[src/mpbd_pkg.sv]
`default_nettype none
package mpbd_pkg;
  // register byte addresses on the control bus
  localparam logic [7:0] REG_CTRL = 8'h00;
  localparam logic [7:0] REG_DESC = 8'h04;
  localparam logic [7:0] REG_STAT = 8'h08;
  localparam logic [7:0] REG_ISR  = 8'h0c;
  localparam logic [7:0] REG_IMR  = 8'h10;
  localparam logic [1:0] RESP_OK  = 2'h0;
  localparam logic [1:0] RESP_ERR = 2'h2;
  localparam int         NEV      = 3;
  localparam int         EV_STALL = 2;
  // descriptor entry halfword byte offsets
  localparam logic [31:0] OFF_HDR  = 32'h0000_0000;
  localparam logic [31:0] OFF_ST1  = 32'h0000_0004;
  localparam logic [31:0] OFF_ST2  = 32'h0000_0006;
  localparam logic [31:0] OFF_BA1  = 32'h0000_0008;
  localparam logic [31:0] OFF_BA2  = 32'h0000_000c;
  localparam logic [31:0] OFF_HALF = 32'h0000_0002;
  localparam logic [2:0]  FETCH_N  = 3'h6;
  // header and per-buffer status field positions
  localparam int BIT_CE   = 15;
  localparam int BIT_LE   = 14;
  localparam int BIT_PG   = 13;
  localparam int BIT_RDY  = 15;
  localparam int BIT_DNE  = 14;
  localparam int BIT_ERR  = 13;
  localparam int BIT_PS   = 12;
  localparam int DEPTH_HI = 11;
  localparam logic [11:0] ONE12 = 12'h001;
  localparam logic [2:0]  ONE3  = 3'h1;
  localparam logic        SIZE_BYTE = 1'b0;
  localparam logic        SIZE_HALF = 1'b1;

  typedef enum logic [2:0] {
    ST_IDLE, ST_FETCH, ST_PAUSE, ST_RX, ST_WBYTE, ST_WDONE
  } mpbd_state_t;

  // byte offset of descriptor halfword fetched at step idx
  function automatic logic [31:0] fetch_off(input logic [2:0] idx);
    unique case (idx)
      3'h0: fetch_off = OFF_HDR;
      3'h1: fetch_off = OFF_ST1;
      3'h2: fetch_off = OFF_ST2;
      3'h3: fetch_off = OFF_BA1;
      3'h4: fetch_off = OFF_BA1 + OFF_HALF;
      3'h5: fetch_off = OFF_BA2;
      default: fetch_off = OFF_BA2 + OFF_HALF;
    endcase
  endfunction
endpackage
`default_nettype wire

[src/mpbd_regs.sv]
`default_nettype none
module mpbd_regs (
  input  wire logic        i_clk,
  input  wire logic        i_rstn,
  input  wire logic        i_ce,
  input  wire logic [7:0]  i_awaddr,
  input  wire logic        i_awvalid,
  output logic             o_awready,
  input  wire logic [31:0] i_wdata,
  input  wire logic [3:0]  i_wstrb,
  input  wire logic        i_wvalid,
  output logic             o_wready,
  output logic [1:0]       o_bresp,
  output logic             o_bvalid,
  input  wire logic        i_bready,
  input  wire logic [7:0]  i_araddr,
  input  wire logic        i_arvalid,
  output logic             o_arready,
  output logic [31:0]      o_rdata,
  output logic [1:0]       o_rresp,
  output logic             o_rvalid,
  input  wire logic        i_rready,
  input  wire logic [31:0] i_status,
  input  wire logic [2:0]  i_events,
  output logic             o_enable,
  output logic [31:0]      o_desc_base,
  output logic             o_irq
);
  typedef struct packed {
    logic        aw_ok;
    logic [7:0]  awaddr;
    logic        w_ok;
    logic [31:0] wdata;
    logic [3:0]  wstrb;
    logic        bvalid;
    logic [1:0]  bresp;
    logic        rvalid;
    logic [31:0] rdata;
    logic [1:0]  rresp;
    logic        enable;
    logic [31:0] desc;
    logic [2:0]  isr;
    logic [2:0]  imr;
  } mpbd_regs_t;

  mpbd_regs_t r;
  mpbd_regs_t next_r;

  // merge written bytes over the old value
  function automatic logic [31:0] merge(input logic [31:0] old,
                                        input logic [31:0] nw,
                                        input logic [3:0]  strb);
    merge = old;
    for (int b = 0; b < 4; b++) begin
      if (strb[b]) merge[b*8 +: 8] = nw[b*8 +: 8];
    end
  endfunction

  assign o_awready   = !r.aw_ok && !r.bvalid;
  assign o_wready    = !r.w_ok && !r.bvalid;
  assign o_arready   = !r.rvalid;
  assign o_bvalid    = r.bvalid;
  assign o_bresp     = r.bresp;
  assign o_rvalid    = r.rvalid;
  assign o_rdata     = r.rdata;
  assign o_rresp     = r.rresp;
  assign o_enable    = r.enable;
  assign o_desc_base = r.desc;
  assign o_irq       = |(r.isr & r.imr);

  // address and data are taken in either order, answered once both are in
  always_comb begin
    logic [2:0]  clr;
    logic [31:0] m;
    clr    = '0;
    m      = '0;
    next_r = r;
    if (i_awvalid && o_awready) begin
      next_r.aw_ok  = 1'b1;
      next_r.awaddr = i_awaddr;
    end
    if (i_wvalid && o_wready) begin
      next_r.w_ok  = 1'b1;
      next_r.wdata = i_wdata;
      next_r.wstrb = i_wstrb;
    end
    if (r.aw_ok && r.w_ok) begin
      next_r.aw_ok  = 1'b0;
      next_r.w_ok   = 1'b0;
      next_r.bvalid = 1'b1;
      next_r.bresp  = mpbd_pkg::RESP_OK;
      m = merge('0, r.wdata, r.wstrb);
      unique case (r.awaddr)
        mpbd_pkg::REG_CTRL: next_r.enable = r.wstrb[0] ? m[0] : r.enable;
        mpbd_pkg::REG_DESC: next_r.desc = merge(r.desc, r.wdata, r.wstrb);
        mpbd_pkg::REG_IMR:  next_r.imr = r.wstrb[0] ? m[2:0] : r.imr;
        mpbd_pkg::REG_STAT, mpbd_pkg::REG_ISR: ;
        default: next_r.bresp = mpbd_pkg::RESP_ERR;
      endcase
    end
    if (r.bvalid && i_bready) next_r.bvalid = 1'b0;
    if (r.rvalid && i_rready) next_r.rvalid = 1'b0;
    if (i_arvalid && o_arready) begin
      next_r.rvalid = 1'b1;
      next_r.rresp  = mpbd_pkg::RESP_OK;
      next_r.rdata  = '0;
      unique case (i_araddr)
        mpbd_pkg::REG_CTRL: next_r.rdata[0] = r.enable;
        mpbd_pkg::REG_DESC: next_r.rdata = r.desc;
        mpbd_pkg::REG_STAT: next_r.rdata = i_status;
        mpbd_pkg::REG_ISR: begin
          next_r.rdata[2:0] = r.isr;
          clr = r.isr; // read clears what was shown
        end
        mpbd_pkg::REG_IMR:  next_r.rdata[2:0] = r.imr;
        default: next_r.rresp = mpbd_pkg::RESP_ERR;
      endcase
    end
    // a new event in the clearing cycle survives the clear
    next_r.isr = (r.isr & ~clr) | i_events;
  end

  always_ff @(posedge i_clk or negedge i_rstn) begin
    if (!i_rstn) r <= '0;
    else if (i_ce) r <= next_r;
  end
endmodule
`default_nettype wire

[src/mpbd_top.sv]
`default_nettype none
module mpbd_top (
  input  wire logic        i_clk,
  input  wire logic        i_rstn,
  input  wire logic        i_ce,
  input  wire logic [7:0]  i_awaddr,
  input  wire logic        i_awvalid,
  output logic             o_awready,
  input  wire logic [31:0] i_wdata,
  input  wire logic [3:0]  i_wstrb,
  input  wire logic        i_wvalid,
  output logic             o_wready,
  output logic [1:0]       o_bresp,
  output logic             o_bvalid,
  input  wire logic        i_bready,
  input  wire logic [7:0]  i_araddr,
  input  wire logic        i_arvalid,
  output logic             o_arready,
  output logic [31:0]      o_rdata,
  output logic [1:0]       o_rresp,
  output logic             o_rvalid,
  input  wire logic        i_rready,
  output logic             o_irq,
  input  wire logic [7:0]  i_rx_data,
  input  wire logic        i_rx_last,
  input  wire logic        i_rx_valid,
  output logic             o_rx_ready,
  output logic             o_mem_req,
  output logic             o_mem_we,
  output logic             o_mem_size,
  output logic [31:0]      o_mem_addr,
  output logic [15:0]      o_mem_wdata,
  input  wire logic [15:0] i_mem_rdata,
  input  wire logic        i_mem_ack
);
  typedef struct packed {
    mpbd_pkg::mpbd_state_t st;
    logic [2:0]            fidx;
    logic                  ce_flag;
    logic                  last_entry_flag;
    logic                  page_select_flag;
    logic [1:0][15:0]      bstat;
    logic [1:0][31:0]      bbase;
    logic                  sel;
    logic [11:0]           cnt;
    logic                  pkt_last;
    logic                  req;
    logic                  we;
    logic                  size;
    logic [31:0]           addr;
    logic [15:0]           wdata;
    logic [2:0]            ev;
  } mpbd_core_t;

  mpbd_core_t s;
  mpbd_core_t next_s;
  logic       enable;
  logic [31:0] desc_base;
  logic [31:0] status;

  assign status = {15'h0000, s.st != mpbd_pkg::ST_IDLE, s.page_select_flag,
                   s.last_entry_flag, s.ce_flag, s.sel, s.cnt};

  mpbd_regs u_regs (
    .i_clk       (i_clk),
    .i_rstn      (i_rstn),
    .i_ce        (i_ce),
    .i_awaddr    (i_awaddr),
    .i_awvalid   (i_awvalid),
    .o_awready   (o_awready),
    .i_wdata     (i_wdata),
    .i_wstrb     (i_wstrb),
    .i_wvalid    (i_wvalid),
    .o_wready    (o_wready),
    .o_bresp     (o_bresp),
    .o_bvalid    (o_bvalid),
    .i_bready    (i_bready),
    .i_araddr    (i_araddr),
    .i_arvalid   (i_arvalid),
    .o_arready   (o_arready),
    .o_rdata     (o_rdata),
    .o_rresp     (o_rresp),
    .o_rvalid    (o_rvalid),
    .i_rready    (i_rready),
    .i_status    (status),
    .i_events    (s.ev),
    .o_enable    (enable),
    .o_desc_base (desc_base),
    .o_irq       (o_irq)
  );

  // memory request holds until acknowledged
  assign o_mem_req   = s.req;
  assign o_mem_we    = s.we;
  assign o_mem_size  = s.size;
  assign o_mem_addr  = s.addr;
  assign o_mem_wdata = s.wdata;

  logic [15:0] cur_stat;
  logic [11:0] depth;
  logic [11:0] cnt1;
  logic        buf_usable;
  logic [31:0] st_off;

  assign cur_stat   = s.bstat[s.sel];
  assign depth      = cur_stat[mpbd_pkg::DEPTH_HI:0];
  assign cnt1       = s.cnt + mpbd_pkg::ONE12;
  assign buf_usable = cur_stat[mpbd_pkg::BIT_RDY] &&
                      !cur_stat[mpbd_pkg::BIT_DNE];
  assign st_off     = s.sel ? mpbd_pkg::OFF_ST2 : mpbd_pkg::OFF_ST1;

  // bytes are only taken while a usable buffer still has room
  assign o_rx_ready = (s.st == mpbd_pkg::ST_RX) && enable &&
                      (s.cnt != depth);

  // packet-start flag is never written on receive; software ignores it
  always_comb begin
    next_s    = s;
    next_s.ev = '0;
    unique case (s.st)
      mpbd_pkg::ST_IDLE: begin
        if (enable) begin
          next_s.st   = mpbd_pkg::ST_FETCH;
          next_s.fidx = '0;
          next_s.req  = 1'b1;
          next_s.we   = 1'b0;
          next_s.size = mpbd_pkg::SIZE_HALF;
          next_s.addr = desc_base + mpbd_pkg::fetch_off('0);
        end
      end
      mpbd_pkg::ST_FETCH: begin
        if (i_mem_ack) begin
          // unpack the fixed entry layout halfword by halfword
          unique case (s.fidx)
            3'h0: begin
              next_s.ce_flag          = i_mem_rdata[mpbd_pkg::BIT_CE];
              next_s.last_entry_flag  = i_mem_rdata[mpbd_pkg::BIT_LE];
              next_s.page_select_flag = i_mem_rdata[mpbd_pkg::BIT_PG];
            end
            3'h1: next_s.bstat[0] = i_mem_rdata;
            3'h2: next_s.bstat[1] = i_mem_rdata;
            3'h3: next_s.bbase[0][15:0] = i_mem_rdata;
            3'h4: next_s.bbase[0][31:16] = i_mem_rdata;
            3'h5: next_s.bbase[1][15:0] = i_mem_rdata;
            default: next_s.bbase[1][31:16] = i_mem_rdata;
          endcase
          next_s.fidx = s.fidx + mpbd_pkg::ONE3;
          next_s.addr = desc_base + mpbd_pkg::fetch_off(next_s.fidx);
          if (s.fidx == mpbd_pkg::FETCH_N) begin
            next_s.req = 1'b0;
            next_s.st  = mpbd_pkg::ST_PAUSE;
          end
        end
      end
      mpbd_pkg::ST_PAUSE: begin
        // decide on the freshly fetched entry
        if (!enable || !s.ce_flag) begin
          next_s.st = mpbd_pkg::ST_IDLE;
        end else if (buf_usable) begin
          next_s.st = mpbd_pkg::ST_RX;
        end else begin
          // active buffer not ready: flag it and poll the entry again
          next_s.ev[mpbd_pkg::EV_STALL] = 1'b1;
          next_s.st = mpbd_pkg::ST_IDLE;
        end
      end
      mpbd_pkg::ST_RX: begin
        if (!enable) begin
          next_s.st = mpbd_pkg::ST_IDLE;
        end else if (s.cnt == depth) begin
          // zero-depth buffer counts as already full
          next_s.st    = mpbd_pkg::ST_WDONE;
          next_s.req   = 1'b1;
          next_s.we    = 1'b1;
          next_s.size  = mpbd_pkg::SIZE_HALF;
          next_s.addr  = desc_base + st_off;
          next_s.wdata = cur_stat | (16'h0001 << mpbd_pkg::BIT_DNE);
        end else if (i_rx_valid) begin
          next_s.st       = mpbd_pkg::ST_WBYTE;
          next_s.pkt_last = i_rx_last;
          next_s.req      = 1'b1;
          next_s.we       = 1'b1;
          next_s.size     = mpbd_pkg::SIZE_BYTE;
          next_s.addr     = s.bbase[s.sel] + {20'h00000, s.cnt};
          next_s.wdata    = {8'h00, i_rx_data};
        end
      end
      mpbd_pkg::ST_WBYTE: begin
        if (i_mem_ack) begin
          next_s.req = 1'b0;
          next_s.cnt = cnt1;
          // full, or a packet ending one byte short of the end
          if (cnt1 == depth ||
              (s.pkt_last && cnt1 == depth - mpbd_pkg::ONE12)) begin
            next_s.st    = mpbd_pkg::ST_WDONE;
            next_s.req   = 1'b1;
            next_s.size  = mpbd_pkg::SIZE_HALF;
            next_s.addr  = desc_base + st_off;
            next_s.wdata = cur_stat | (16'h0001 << mpbd_pkg::BIT_DNE);
          end else begin
            next_s.st = mpbd_pkg::ST_RX;
          end
        end
      end
      mpbd_pkg::ST_WDONE: begin
        if (i_mem_ack) begin
          // packet may carry on into the other buffer unchanged
          next_s.req        = 1'b0;
          next_s.we         = 1'b0;
          next_s.ev[s.sel]  = 1'b1;
          next_s.sel        = !s.sel;
          next_s.cnt        = '0;
          next_s.st         = mpbd_pkg::ST_IDLE;
        end
      end
      default: next_s.st = mpbd_pkg::ST_IDLE;
    endcase
  end

  always_ff @(posedge i_clk or negedge i_rstn) begin
    if (!i_rstn) begin
      s    <= '0;
      s.st <= mpbd_pkg::ST_IDLE;
    end else if (i_ce) begin
      s <= next_s;
    end
  end
endmodule
`default_nettype wire

[config.mk]
export PLATFORM = sky130hd
export DESIGN_NAME = mpbd_top
export DESIGN_NICKNAME = d
export VERILOG_FILES = /design/src/mpbd_pkg.sv /design/src/mpbd_regs.sv /design/src/mpbd_top.sv
export SDC_FILE = /design/constraint.sdc
export NUM_CORES = 1
export LEC_CHECK = 0
export BUFFER_PORTS_ARGS = -buffer_cell sky130_fd_sc_hd__buf_2
export CORE_MARGIN = 4
export CORE_UTILIZATION = 40
export CTS_CLUSTER_SIZE = 24
export DETAILED_ROUTE_END_ITERATION = 12
export GPL_ROUTABILITY_DRIVEN = 1
export GPL_TIMING_DRIVEN = 0
export SLEW_MARGIN = 10
export SYNTH_ARGS = -nofsm -noshare
export SYNTH_HDL_FRONTEND = slang
export SYNTH_SLANG_ARGS = --single-unit
[constraint.sdc]
create_clock -name i_clk -period 4.5 [get_ports i_clk]
set_input_delay 0.225 -clock i_clk [delete_from_list [all_inputs] [get_ports i_clk]]
set_output_delay 0.225 -clock i_clk [all_outputs]
set_load 0.05 [all_outputs]
-- After elaboration in Yosys (flattened, before gate mapping)
Index checks and enable logic that the tools add are counted.
- logic and storage cells: 234
- register bits: 296
- input port bits: 87
- output and inout port bits: 94
- magnitude comparators: 3
- muxes and demuxes: 70
- reduce and logical (&&, ||, !) cells: 75
- equal/unequal tests: 37
- bitwise operators: 6
- add/sub/neg operators: 6
- operator list (operator ; number):
    two-way mux 32 bit ; 5
    two-way mux 51 bit ; 3
    two-way mux 16 bit ; 8
    case mux 32 bit (4 select lines) ; 1
    two-way mux 105 bit ; 1
    two-way mux 49 bit ; 2
    two-way mux 35 bit ; 2
    AND reduction 4 bit ; 15
    case mux 29 bit (2 select lines) ; 1
    two-way mux 37 bit ; 1
    equality test 12 bit ; 3
    two-way mux 3 bit ; 12
    adder 32 x 12 -> 32 bit ; 1
    adder 32 x 3 -> 32 bit ; 1
    adder 32 bit ; 1
    equality test 8 x 4 -> 1 bit (second input constant) ; 4
    case mux 16 bit (2 select lines) ; 1
    two-way mux 12 bit ; 2
    case mux 12 bit (2 select lines) ; 1
    case mux 4 bit (6 select lines) ; 1
    equality test 3 bit (second input constant) ; 7
    equality test 3 x 2 -> 1 bit (second input constant) ; 6
    case mux 3 bit (6 select lines) ; 1
    equality test 8 x 3 -> 1 bit (second input constant) ; 2
    46 further kinds ; 115

-- Logic depth before layout (Yosys ltp)
- depth after elaboration: 9
- gate-level depth with buffers: 20
- mapped depth without buffers: 14

-- Modules after synthesis
Synthesis repeated with hierarchy kept, for this count alone.
- cell total of the unflattened synthesis: 1771
- area total of the unflattened synthesis: 17715.7 µm²
- by module, submodules not included (module ; instances ; sequential area each (µm²) ; cells an instance ; area an instance (µm²)):
    mpbd_top ; 1 ; 4329.2 ; 1289 ; 12161.7
    mpbd_regs ; 1 ; 3027.9 ; 482 ; 5554.1

-- Worst setup path after synthesis
No wires, ideal clock.
- path kind: register to register
- start point: reg s[67] in the netlist's numbering
- end point: reg s, in the netlist o_mem_addr[24]
- path slack: -14 ps
- path buffers: 9
- library setup time: 65 ps
- arrival time: 4449 ps
- stages on the path, launching flop included: 20
- clock period less this slack: 4514 ps
- cells stage by stage: dfrtp_1 -> buf_6 -> buf_6 -> buf_2 -> buf_4 -> buf_2 -> buf_2 -> buf_1 -> clkbuf_1 -> mux2_2 -> ha_1 -> buf_1 -> inv_1 -> a211o_1 -> a211oi_1 -> nor2_1 -> nor3_1 -> xor2_1 -> a2111oi_0 -> mux2_2
- cells in the longest elaborated chain, start to end: 8
- elaborated cells on any way between the ends: 22
- classes of those cells: add/sub: 3; eq/ne: 5; mux: 11; reduce/logical: 3
- ends and longest elaborated chain (item ; RTL line ; text):
    from (decl) ; mpbd_top.sv:55 ; mpbd_core_t s;
    from (signal assigned) ; mpbd_top.sv:225 ; s <= next_s;
    two-way mux 16 bit (not written as such) (2 in a row) ; mpbd_top.sv:105 ; assign cur_stat = s.bstat[s.sel];
    subtractor 12 x 1 -> 12 bit ; mpbd_top.sv:194 ; (s.pkt_last && cnt1 == depth - mpbd_pkg::ONE12)) begin
    equality test 12 bit ; mpbd_top.sv:194 ;
    logical AND 1 bit ; mpbd_top.sv:194 ;
    logical OR 1 bit ; mpbd_top.sv:193 ; if (cnt1 == depth ||
    != test 2 bit (no line) ; n/a ;
    AND reduction 8 bit (no line) ; n/a ;
Parallel ways exist; a longest one is shown, timed or not. The select of a mux whose other input is x is not followed.
A chain may end at the register's enable or synchronous reset.

-- Worst setup path after layout
- start point: reg s[67] in the netlist's numbering
- end point: reg s, in the netlist o_mem_addr[21]
Same word-level chain as after synthesis.

==> flow_summary.yaml <==
critical_path:
  r2r_cells: 14
  rrSetupSlack_ns: 0.15
  setup.worst_path.class: "flop to flop"
  crit_path_end_kind: "flop"
  arrival_ns: 4.76
  cp_max_fo: 37
  cp-start-kind: "flop"
  required_ns: 4.91
floorplanning:
  fp.dieW_microns: 214
  die_h_microns: 214
  start_util: 0.405
  die-area_sq_um: 45900
  ios: 181
  num_rows: 75
  coreArea_sq_um: 42000
detailed_routing:
  post_drt_wl_per_cell_microns: 22.5
  drt_pass1_iterations: 6
  drt_iter0_drc: 1182
  final_antenna_net_count: 0
  drc: 0
  routed_via_density: 5.72
  num_vias: 14500
  routed_wl_mm: 56.9
clocking:
  cts_htree_levels: 2
  cts_max_path_buffers: 3
  clock_latency_ns: 0.53
  cts.sinks: 294
  numCtsBuffers: 34
  post_cts_buffers: 0
  cts_tree: "done"
  path_clk_slew_ns: 0.06
  root_buffer: "clkbuf_16"
power_and_ir_drop:
  power_density_nw_per_um2: 554
  power_mw: 11.3
  power_leakage_nw: 9.41
  vdd_drop_max_mv: 0.420
global_routing:
  grt_pass1_wl_mm: 87.5
  grt_overflow: 0
  first_global_vias: 14400
  grt_use_total: 0.242
  antenna_found_initial: 2
  grt_max_degree: 108
sta:
  relSlewSlack: 0.220
  finalSetupTns_ns: 0
  finalHoldViolations: 0
  finalCritPeriodShare: 0.967
  slew_violations: 0
  finClkSkew_ns: 0.0198
  fin_crit_ns: 4.35
  setup_viol_count_final: 0
  rsz0062_at_grt: "false"
  max_freq_mhz: 230
  worstMarginPinSlew_ns: 1.16
layout:
  finalNetCount: 2079
  layout-drive-gt1-share: 0.292
  utilization: 0.484
  syn2layout_area_growth_pct: 19.5
logic_synthesis:
  synth.distinct_cells: 87
  syn_area_per_cell_sq_um: 10.0
  seq_area_frac_synth: 0.432
  async_flop_share: 1.00
  synth.cell_area_sq_um: 17000
  synth_edf_count: 0
  ys_seq_elements: 294
  synth_ff_type: "dfrtp_1"
  yosysWarningCount: 0
  netlist_instances: 1703
place:
  hpwlAfterDp_mm: 42.9
  gp_congestion: 0.954
  io_buffer_count: 177
run:
  maxCapViolations: 0
worst_hold_path:
  hp-class: "input pin to flop"
  hold_path_depth: 4
status:
  status: "complete, no violations"
==> where the power goes <==
| part | leakage (nW) | total (mW) | internal (mW) | switching [mW] |
|---|---|---|---|---|
| Sequential | 3.88 | 3.90 | 3.34 | 0.561 |
| Clock | 0.565 | 2.83 | 1.74 | 1.10 |
| Combinational | 4.97 | 4.53 | 1.77 | 2.76 |
| Total | 9.41 | 11.3 | 6.85 | 4.42 |
==> routing by layer <==
| layer | GRT usage | part of all wire | wire (microns) |
|---|---|---|---|
| met1 | 0.336 | 0.44 | 25000 |
| met2 | 0.395 | 0.46 | 26400 |
| met3 | 0.0383 | 0.066 | 3730 |
| met4 | 0.0698 | 0.031 | 1750 |
| met5 | 0 | 0 | 0 |
==> layout make-up <==
| class | instances | area (sq um) |
|---|---|---|
| antenna | 1 | 2.50 |
| buffer | 173 | 1020 |
| clock buffer | 51 | 1060 |
| clock inverter | 8 | 98.8 |
| fill | 3946 | 21700 |
| inverter | 37 | 139 |
| multi-input combinational | 1195 | 8560 |
| sequential | 294 | 7360 |
| tap | 539 | 674 |
| timing repair buffer | 227 | 1430 |
==> path summary, 6_finish.rpt <==
path,end,from
min in group asynchronous,u_regs.r[118],i_rstn
max reg2reg,o_mem_addr[21],s[67]
min,o_mem_wdata[6],i_rx_data[6]
max in group asynchronous,o_mem_addr[23],i_rstn
min reg2reg,u_regs.o_rdata[17],u_regs.o_rdata[17]
max,o_mem_addr[21],s[67]
==> cells in the mapped netlist, types with 33 or more instances <==
| library cell | count | area, sq um |
|---|---|---|
| nor3_1 | 33 | 165 |
| o21ai_0 | 105 | 526 |
| xor2_1 | 40 | 350 |
| mux2_2 | 214 | 2410 |
| nand2_1 | 162 | 608 |
| clkbuf_1 | 68 | 255 |
| nor2_1 | 100 | 375 |
| inv_1 | 36 | 135 |
| xnor2_1 | 44 | 385 |
| dfrtp_1 | 294 | 7360 |
| a21oi_1 | 81 | 405 |
| nand3_1 | 65 | 325 |
| buf_4 | 88 | 661 |
==> placed cells by master (no fill, tap or decap), drive strengths merged, types with 9 or more instances in the layout <==
cell type and n:
o21ai 108, o221ai 9, dfrtp 294, xor2 41, a21oi 81, nor2b 10, and3 24, a31oi 22
buf 284, a22o 13, nand4 25, clkbuf 119, dlygate4sd3 48, or3 9, nor3 35, ha 28
a22oi 18, a211oi 9, o22ai 13, mux2 216, nand2 162, xnor2 44, nor2 101, nand3 65
mux2i 26, nor4 16, inv 36
==> repair_timing <==
action                                  in CTS  in global routing
hold buffers                                48                  0
endpoints found under the setup margin      30                 19
hold endpoints to repair                   145                  0
gates resized for setup                      8                 11
==> state kept, by name, indices dropped and copies added, names as in the netlist <==
name and cells:
o_mem_addr 32, o_mem_req 1, o_mem_size 1, o_mem_wdata 16, o_mem_we 1, s 122, u_regs.o_bresp 1, u_regs.o_bvalid 1
u_regs.o_desc_base 32, u_regs.o_enable 1, u_regs.o_rdata 32, u_regs.o_rresp 1, u_regs.o_rvalid 1, u_regs.r 52
==> kinds of logic after synthesis <==
| logic type | count (synthesis) | share of synthesized area |
|---|---|---|
| buffers and inverters | 215 | 0.0686 |
| adder cells (fa/ha/maj) | 30 | 0.0229 |
| flip-flops | 294 | 0.432 |
| AND/OR/NAND/NOR | 480 | 0.136 |
| XOR/XNOR | 88 | 0.0481 |
| AO/OA/AOI/OAI | 353 | 0.133 |
| multiplexers | 242 | 0.159 |
| other | 1 | 0.000220 |
==> stage by stage <==
| step | instances | hold slack [ns] | worst slack (ns) | area [sq um] |
|---|---|---|---|---|
| after floorplan | 1704 | -0.0706 | 0.0993 | 17000 |
| after global placement | 2420 | 0.455 | -2.32 | 18600 |
| after detailed placement | 2422 | 0.311 | -1.57 | 18700 |
| after CTS | 2525 | 0.0152 | 0.0329 | 20300 |
| after global routing | 2525 | 0.0452 | 0.00506 | 20300 |
| final | 2525 | 0.0284 | 0.150 | 20300 |
==> critical path, cell delays in order, from the launching register on <==
cell and delay, ns:
dfrtp_1 0.43, buf_6 0.20, buf_12 0.24, buf_6 0.24, buf_4 0.27, mux2_2 0.39, ha_1 0.38, a21o_1 0.24
a2111oi_0 0.53, o21ai_2 0.17, o2111a_2 0.25, nand3_1 0.11, xnor2_1 0.20, o221ai_1 0.24, mux2_2 0.30
No activity file was read; power rests on OpenSTA's default activity.
